$ cat config.mk
export PLATFORM = sky130hd
export DESIGN_NAME = rsfs_sequencer
export DESIGN_NICKNAME = d
export VERILOG_FILES = /design/src/design/rsfs_pkg.sv /design/src/design/rsfs_sequencer.sv
export SDC_FILE = /design/constraint.sdc
export NUM_CORES = 1
export LEC_CHECK = 0
export BUFFER_PORTS_ARGS = -buffer_cell sky130_fd_sc_hd__buf_2
export CAP_MARGIN = 20
export CORE_MARGIN = 3
export CORE_UTILIZATION = 38
export DETAILED_ROUTE_END_ITERATION = 6
export PLACE_DENSITY = 0.71
export SLEW_MARGIN = 20
export SYNTH_ARGS = -nofsm -noshare
export SYNTH_HDL_FRONTEND = slang
export SYNTH_SLANG_ARGS = --single-unit
$ cat constraint.sdc
create_clock -name clk -period 4.3 [get_ports clk]
set_clock_uncertainty 0.15 [all_clocks]
set_input_delay 0.645 -clock clk [delete_from_list [all_inputs] [get_ports clk]]
set_output_delay 0.645 -clock clk [all_outputs]
set_load 0.03 [all_outputs]
$ cat src/design/rsfs_pkg.sv
// Constants and types shared by the regulator startup and fault sequencer
package rsfs_pkg;

    localparam int CLK_HZ = 20_000_000;
    localparam int CYCLES_PER_MS = CLK_HZ / 1000;
    localparam int SS_TIME_MS = 14;
    localparam int FAULT_TIME_MS = 200;
    localparam int SS_CYCLES = SS_TIME_MS * CYCLES_PER_MS;
    localparam int FAULT_CYCLES = FAULT_TIME_MS * CYCLES_PER_MS;

    localparam int SS_STEPS = 128;
    localparam int STEP_W = 8;
    localparam int CNT_W = 24;
    localparam int DAC_W = 7;
    localparam int PEAK_CURRENT_LIMIT_W = 4;
    localparam int PROD_W = 15;
    localparam logic [STEP_W-1:0] STEP_LAST = 8'h80;
    localparam logic [PEAK_CURRENT_LIMIT_W-1:0] PEAK_CURRENT_LIMIT_FULL = 4'h8;
    localparam logic [DAC_W-1:0] DAC_ZERO = 7'h00;
    localparam logic [DAC_W-1:0] DAC_REF = 7'h7f;
    // 250mV against the 1.25V reference, 128 codes full scale
    localparam logic [DAC_W-1:0] GOFF_FINAL = 7'h1a;
    localparam logic [DAC_W-1:0] GOFF_SPAN = DAC_REF - GOFF_FINAL;

    localparam int ADR_W = 8;
    localparam logic [ADR_W-1:0] OFS_STATUS = 8'h00;
    localparam logic [ADR_W-1:0] OFS_MASK = 8'h04;
    localparam logic [ADR_W-1:0] OFS_STATE = 8'h08;

    localparam int EV_W = 4;
    localparam int EV_SS_DONE = 0;
    localparam int EV_SW_ON = 1;
    localparam int EV_TIMED_FAULT = 2;
    localparam int EV_THERMAL = 3;

    typedef enum logic [1:0] {
        SEQ_OFF,
        SEQ_SOFT,
        SEQ_RUN,
        SEQ_FAULT
    } rsfs_phase_type;

    typedef struct packed {
        logic uvloOk;
        logic refOk;
        logic boostInReg;
        logic boostLow;
        logic gonLow;
        logic goffLow;
        logic delayTripped;
        logic overTemp;
    } rsfs_sense_type;

    typedef struct packed {
        logic boostEn;
        logic gonEn;
        logic goffEn;
        logic [PEAK_CURRENT_LIMIT_W-1:0] peakCurrentLimit;
        logic [DAC_W-1:0] gonDac;
        logic [DAC_W-1:0] goffDac;
        logic delayChargeEn;
        logic delayShortEn;
        logic highSideSwitchOn;
        logic lowSideSwitchOn;
        logic ampEn;
    } rsfs_drive_type;

endpackage

$ cat src/design/rsfs_sequencer.sv
// Regulator startup, switch control and fault latch sequencer
// Functional notes
// - Reference above threshold enables all three regulators together.
// - Step-up current limit rises from zero in eight equal steps.
// - Step-up soft-start ends at regulation or timer expiry, first wins.
// - Gate-on DAC ramps 7-bit code up over 128 steps.
// - Gate-off DAC ramps down over 128 steps to 250mV level.
// - Each soft-start lasts nominally 14ms.
// - Delay charge only with supply ok, soft-starts done, no fault.
// - Delay node shorted to ground before startup and under lockout.
// - Switch select ignored, switches off, until all four conditions.
// - Active and select high: high-side on, low-side off.
// - Active and select low: high-side off, low-side on.
// - Fault timer runs while any output is below fault threshold.
// - Uninterrupted fault for timer period latches shutdown.
// - Fault latch clears only by supply dropping below lockout.
// - Fault detection inhibited during soft-start.
// - Over-temperature sets fault latch immediately.
// - Lockout disables regulators, switches, amplifiers.
//
// Chosen here: the Wishbone slave port and the address map.
`timescale 1ns/10ps
`default_nettype none

module rsfs_sequencer #(
    parameter int SS_CYCLES = rsfs_pkg::SS_CYCLES,
    parameter int FAULT_CYCLES = rsfs_pkg::FAULT_CYCLES
) (
    input wire logic clk,
    input wire logic rst_b,
    input wire rsfs_pkg::rsfs_sense_type sense,
    input wire logic switchSelectInput,
    output rsfs_pkg::rsfs_drive_type drive,
    output logic faultLatched,
    output logic irq,
    input wire logic cyc_i,
    input wire logic stb_i,
    input wire logic we_i,
    input wire logic [rsfs_pkg::ADR_W-1:0] adr_i,
    input wire logic [3:0] sel_i,
    input wire logic [31:0] dat_i,
    output logic [31:0] dat_o,
    output logic ack_o
);

    // Truncating division: a step never runs long
    localparam int STEP_CYCLES = (SS_CYCLES / rsfs_pkg::SS_STEPS) < 1 ?
        1 : SS_CYCLES / rsfs_pkg::SS_STEPS;
    localparam logic [rsfs_pkg::CNT_W-1:0] STEP_END =
        rsfs_pkg::CNT_W'(STEP_CYCLES - 1);
    localparam logic [rsfs_pkg::CNT_W-1:0] FAULT_END =
        rsfs_pkg::CNT_W'(FAULT_CYCLES - 1);

    typedef struct packed {
        rsfs_pkg::rsfs_phase_type phase;
        logic [rsfs_pkg::STEP_W-1:0] stepIdx;
        logic [rsfs_pkg::CNT_W-1:0] tick;
        logic [rsfs_pkg::CNT_W-1:0] faultCnt;
        logic boostDone;
        logic faultLatch;
        logic swActive;
        logic [rsfs_pkg::EV_W-1:0] status;
        logic [rsfs_pkg::EV_W-1:0] mask;
        logic ack;
        logic [31:0] rdData;
        rsfs_pkg::rsfs_drive_type drive;
    } rsfs_state_type;

    rsfs_state_type state_reg;
    rsfs_state_type state_next;

    logic [rsfs_pkg::EV_W-1:0] ev;
    logic [rsfs_pkg::EV_W-1:0] clr;
    logic anyLow;
    logic running;
    logic [rsfs_pkg::PROD_W-1:0] goffProd;

    always_comb begin
        state_next = state_reg;
        ev = '0;
        clr = '0;
        anyLow = sense.boostLow | sense.gonLow | sense.goffLow;
        goffProd = '0;

        unique case (state_reg.phase)
            rsfs_pkg::SEQ_OFF: begin
                if (sense.refOk) begin
                    state_next.phase = rsfs_pkg::SEQ_SOFT;
                    state_next.stepIdx = '0;
                    state_next.tick = '0;
                    state_next.boostDone = 1'b0;
                end
            end
            rsfs_pkg::SEQ_SOFT: begin
                state_next.faultCnt = '0;
                if (state_reg.tick == STEP_END) begin
                    state_next.tick = '0;
                    state_next.stepIdx = state_reg.stepIdx + 1'b1;
                end else begin
                    state_next.tick = state_reg.tick + 1'b1;
                end
                if (sense.boostInReg) begin
                    state_next.boostDone = 1'b1;
                end
                if (state_reg.stepIdx == rsfs_pkg::STEP_LAST) begin
                    state_next.phase = rsfs_pkg::SEQ_RUN;
                    state_next.stepIdx = rsfs_pkg::STEP_LAST;
                    state_next.boostDone = 1'b1;
                    ev[rsfs_pkg::EV_SS_DONE] = 1'b1;
                end
            end
            rsfs_pkg::SEQ_RUN: begin
                if (anyLow) begin
                    if (state_reg.faultCnt == FAULT_END) begin
                        state_next.faultLatch = 1'b1;
                        state_next.phase = rsfs_pkg::SEQ_FAULT;
                        ev[rsfs_pkg::EV_TIMED_FAULT] = 1'b1;
                    end else begin
                        state_next.faultCnt = state_reg.faultCnt + 1'b1;
                    end
                end else begin
                    state_next.faultCnt = '0;
                end
            end
            rsfs_pkg::SEQ_FAULT: begin
                state_next.faultLatch = 1'b1;
            end
        endcase

        if (sense.overTemp) begin
            state_next.faultLatch = 1'b1;
            state_next.phase = rsfs_pkg::SEQ_FAULT;
            if (!state_reg.faultLatch) begin
                ev[rsfs_pkg::EV_THERMAL] = 1'b1;
            end
        end

        // Lockout is the only way out of the fault latch
        if (!sense.uvloOk) begin
            state_next.phase = rsfs_pkg::SEQ_OFF;
            state_next.faultLatch = 1'b0;
            state_next.stepIdx = '0;
            state_next.tick = '0;
            state_next.faultCnt = '0;
            state_next.boostDone = 1'b0;
            ev = '0;
        end

        running = state_next.phase == rsfs_pkg::SEQ_SOFT ||
            state_next.phase == rsfs_pkg::SEQ_RUN;
        state_next.swActive = sense.uvloOk && !state_next.faultLatch &&
            state_next.phase == rsfs_pkg::SEQ_RUN &&
            sense.delayTripped;
        if (state_next.swActive && !state_reg.swActive) begin
            ev[rsfs_pkg::EV_SW_ON] = 1'b1;
        end

        state_next.drive.boostEn = running;
        state_next.drive.gonEn = running;
        state_next.drive.goffEn = running;
        state_next.drive.peakCurrentLimit = '0;
        state_next.drive.gonDac = rsfs_pkg::DAC_ZERO;
        state_next.drive.goffDac = rsfs_pkg::DAC_ZERO;
        if (running) begin
            if (state_next.boostDone) begin
                state_next.drive.peakCurrentLimit = rsfs_pkg::PEAK_CURRENT_LIMIT_FULL;
            end else begin
                // Sixteen DAC steps per current-limit eighth
                state_next.drive.peakCurrentLimit =
                    state_next.stepIdx[7:4];
            end
            if (state_next.stepIdx[7]) begin
                state_next.drive.gonDac = rsfs_pkg::DAC_REF;
            end else begin
                state_next.drive.gonDac = state_next.stepIdx[6:0];
            end
            goffProd = rsfs_pkg::PROD_W'(state_next.stepIdx) *
                rsfs_pkg::PROD_W'(rsfs_pkg::GOFF_SPAN);
            state_next.drive.goffDac =
                rsfs_pkg::DAC_REF - goffProd[13:7];
        end
        state_next.drive.delayShortEn = !sense.uvloOk ||
            state_next.phase == rsfs_pkg::SEQ_OFF;
        state_next.drive.delayChargeEn = sense.uvloOk &&
            state_next.phase == rsfs_pkg::SEQ_RUN &&
            !state_next.faultLatch;
        state_next.drive.highSideSwitchOn =
            state_next.swActive && switchSelectInput;
        state_next.drive.lowSideSwitchOn =
            state_next.swActive && !switchSelectInput;
        state_next.drive.ampEn =
            sense.uvloOk && !state_next.faultLatch;

        // Single-cycle ack, dropped in the following cycle
        state_next.ack = cyc_i && stb_i && !state_reg.ack;
        if (state_next.ack) begin
            unique case (adr_i)
                rsfs_pkg::OFS_STATUS: begin
                    state_next.rdData = 32'(state_reg.status);
                end
                rsfs_pkg::OFS_MASK: begin
                    state_next.rdData = 32'(state_reg.mask);
                end
                rsfs_pkg::OFS_STATE: begin
                    state_next.rdData = {16'h0000,
                        state_reg.stepIdx,
                        3'h0,
                        state_reg.swActive,
                        state_reg.boostDone,
                        state_reg.faultLatch,
                        state_reg.phase};
                end
                default: begin
                    state_next.rdData = 32'h0000_0000;
                end
            endcase
        end
        if (state_reg.ack && we_i && sel_i[0]) begin
            if (adr_i == rsfs_pkg::OFS_STATUS) begin
                clr = dat_i[rsfs_pkg::EV_W-1:0];
            end
            if (adr_i == rsfs_pkg::OFS_MASK) begin
                state_next.mask = dat_i[rsfs_pkg::EV_W-1:0];
            end
        end
        // New events win over a clear in the same cycle
        state_next.status = (state_reg.status & ~clr) | ev;
    end

    always_ff @(posedge clk or negedge rst_b) begin
        if (!rst_b) begin
            state_reg <= '0;
            state_reg.phase <= rsfs_pkg::SEQ_OFF;
            state_reg.drive.delayShortEn <= 1'b1;
        end else begin
            state_reg <= state_next;
        end
    end

    assign drive = state_reg.drive;
    assign faultLatched = state_reg.faultLatch;
    assign irq = |(state_reg.status & state_reg.mask);
    assign dat_o = state_reg.rdData;
    assign ack_o = state_reg.ack;

    // Soft-start length observer for the checks below
    logic [rsfs_pkg::CNT_W-1:0] ssLen;
    always_ff @(posedge clk or negedge rst_b) begin
        if (!rst_b) begin
            ssLen <= '0;
        end else if (state_reg.phase == rsfs_pkg::SEQ_SOFT) begin
            ssLen <= ssLen + 1'b1;
        end else begin
            ssLen <= '0;
        end
    end
endmodule

`default_nettype wire

==> impl_metrics.csv <==
group,metric,value,unit
status,run_status,"finished with violations",
status,violations,"negative setup slack",
critical_path,crit_type,"register to register",
floorplanning,die-area,18720,um2
power,p_int,0.001554,W
cts,cts_root_buf,"clkbuf_16",
cts,path_clk_slew,70,ps
global_route,grt_pass1_wl,24670,um
power,switching_share,26.57,%
detailed_routing,postRouteAntennaNets,0,
floorplanning,fp.dieW,136.8,um
cts,clkLatencyLatePin,360,ps
placed_design,routabilityCongestion,0.8459,
power,power.ir.vdd_worst,0.2063,mV
detailed_routing,viasPerCell,5.132,
sta,fmaxAchievable,207.2,MHz
layout,largest_reg_flops,68,
power,power_frac_clock,40.3,%
cts,cts_tree,"done",
sta,relSlewSlack,38.59,%
sta,timing_hold_violations_final,0,
sta,period_needed,4827,ps
yosys,synth_area_leader_cell,"dfrtp_1",
sta,worst_slack,-526.8,ps
power,sequentialPowerShare,49.0,%
placed_design,io_buffer_count,68,
yosys,synthMuxAreaShare,1.789,%
global_route,antenna_found_initial,0,
yosys,async_flop_share,100.0,%
yosys,ys.flop_type,"dfrtp_1",
critical_path,critical_path_arrival,4920,ps
yosys,synth_common_cells,"dfrtp_1, nand2_1, o21ai_0",
layout,area.growth.synth_to_final,21.32,%
cts,hold_buffers,0,
yosys,synthSimpleGateAreaFrac,19.99,%
cts,htree_levels,3,
floorplanning,io_pins,119,
layout,insertedDiodeCount,0,
yosys,ys.warnings.count,0,
yosys,yosysMostFrequentCell,"dfrtp_1",
yosys,syn_area,6504,um2
yosys,ys_types,63,
floorplanning,fp.dieH,136.8,um
cts,cts_buffer_depth,2,
flow_run,drv_cap,0,
power,total_power,0.002116,W
global_route,grt_start_max_net_pins,65,
yosys,synth_top_family_by_area,"simple AND/OR/NAND/NOR gates",
yosys,synthDominantCellAreaShare,40.78,%
yosys,synth_seq_cells,107,
yosys,synthCells,710,
floorplanning,start_util,39.08,%
global_route,track_usage,16.33,%
cts,cts.sinks,107,
layout,fin_nets,930,
detailed_routing,drt_wl_total,15210,um
yosys,syn_avg_cell_area,9.160,um2
floorplanning,row_count,47,
yosys,synth_xor_area_share,2.963,%
detailed_routing,vias,5378,
sta,rsz0062_at_grt,"yes",
critical_path,crit_required,4390,ps
critical_path,worstSetupStartpointType,"register",
cts,cts_buffers,9,
layout,fin_util,47.41,%
yosys,seq_area_frac_synth,41.19,%
layout,drive_gt1_share,28.38,%
power,comb_power_share,10.7,%
layout,multi_input_area,3427,um2
critical_path,crit_path_end_kind,"register",
global_route,grt_pass1_vias,5135,
detailed_routing,drcViolationCount,0,
yosys,synthAdderAreaFrac,9.888,%
yosys,synth_edf_count,0,
sta,setup_viol,6,
floorplanning,core_area,16640,um2
detailed_routing,drt_iter0_markers,371,
yosys,ys_top_cells_by_area,"dfrtp_1, ha_1, buf_4",
placed_design,hpwlAfterDp,11040,um
yosys,synth_compound_area_share,13.97,%
layout,n_fill_cell,1535,
critical_path,cp_max_fo,5,
critical_path,worstRegToRegCells,21,
global_route,overflow,0,
power,power_density,268.2,nW/um2
power,p_switching,0.0005622,W
sta,tightest_slew,917.7,ps
detailed_routing,wl_per_cell,14.51,um
sta,period_share,112.3,%
power,p_leak,4.066,nW
sta,slew_viol_final,0,
detailed_routing,firstDrtPassIters,7,
layout,regArea,2679,um2
min_path,worstHoldPathType,"input port to async pin",
## per-stage QoR
step | TNS [ps] | worst slack [ps] | cells | instance area (um2) | hold slack (ps)
2_1_floorplan | -494.0 | -295.7 | 728 | 6604 | 199.4
6_report | -2527 | -526.8 | 1048 | 7890 | 221.0
3_3_place_gp | -2088 | -408.8 | 1025 | 7365 | 300.4
5_1_grt | -4318 | -805.3 | 1048 | 7890 | 290.2
3_5_place_dp | -2674 | -517.5 | 1025 | 7365 | 303.4
4_1_cts | -2135 | -439.0 | 1046 | 7810 | 254.2
## placed cells by master (no fill, tap or decap), types with 19 or more instances in the layout
cell,n
o21ai_0,68
buf_4,97
conb_1,19
buf_2,67
nand3_1,34
nor2_1,48
a21oi_1,23
inv_1,26
dfrtp_1,106
nand2_1,86
ha_1,38
## worst max-delay path, cell delays in order (launching register included)
cell and delay, ps:
dfrtp_1 380, inv_1 60, ha_2 160, nor4b_4 240
nand4_4 220, buf_6 180, o31a_1 260, o21a_1 200
ha_1 300, inv_2 40, fa_1 460, inv_1 40
ha_1 260, inv_1 50, fa_1 500, inv_2 50
ha_4 260, o211ai_1 90, o21ai_2 240, a21oi_2 110
o21ai_2 160, mux2_4 310
## power groups by stage
stage | combinational [W] | sequential (W) | clock [W]
global placement | 0.000221 | 0.00106 | 0
finish | 0.000226 | 0.00104 | 0.000853
floorplan | 0.000164 | 0.00106 | 0
CTS | 0.000227 | 0.00104 | 0.000871
detailed placement | 0.000224 | 0.00106 | 0
global route | 0.000249 | 0.00104 | 0.000912
## layer usage
layer / global-route usage, % / vias to the layer above / part of all wire (%)
li1: - / 2631 / -
met1: 20.89 / 2603 / 45
met2: 27.79 / 127 / 49
met3: 3.824 / 17 / 4.7
met4: 4.435 / 0 / 1.5
met5: 0 / - / 0
## final cells by class
cell class              count  share of cell area, %
clock buffers              10                  2.902
flip-flops and latches    107                  33.95
inverters                  32                  1.522
well taps                 220                  3.489
multi-input cells         507                  43.43
clock inverters             6                 0.9356
repair buffers            166                  13.76
## final timing paths
path | from | endpoint | slack (ps)
min reg2reg | dat_o[9] | dat_o[9] | 320
max | state_reg[94] | drive[11] | -530
min | rst_b | drive[6] | 220
min in group clk | switchSelectInput | drive[1] | 290
max reg2reg | state_reg[94] | drive[11] | -530
max in group asynchronous | rst_b | state_reg[67] | 2940
## what timing repair did
action	in CTS	in global routing
buffers inserted	5	3
resized for setup	17	10
pin swaps	18	10
endpoints found under the setup margin	7	7
endpoints found under the hold margin	0	0
## kinds of logic (layout without fill, tap and decap cells)
kind of cell | Yosys count | count (layout)
adder cells (fa/ha/maj) | 49 | 49
other | 1 | 19
XOR/XNOR | 22 | 22
AO/OA/AOI/OAI | 149 | 149
flip-flops | 107 | 107
AND/OR/NAND/NOR | 258 | 258
buffers and inverters | 114 | 214
multiplexers | 10 | 10
Note: power is estimated with default switching activity, not from simulation.
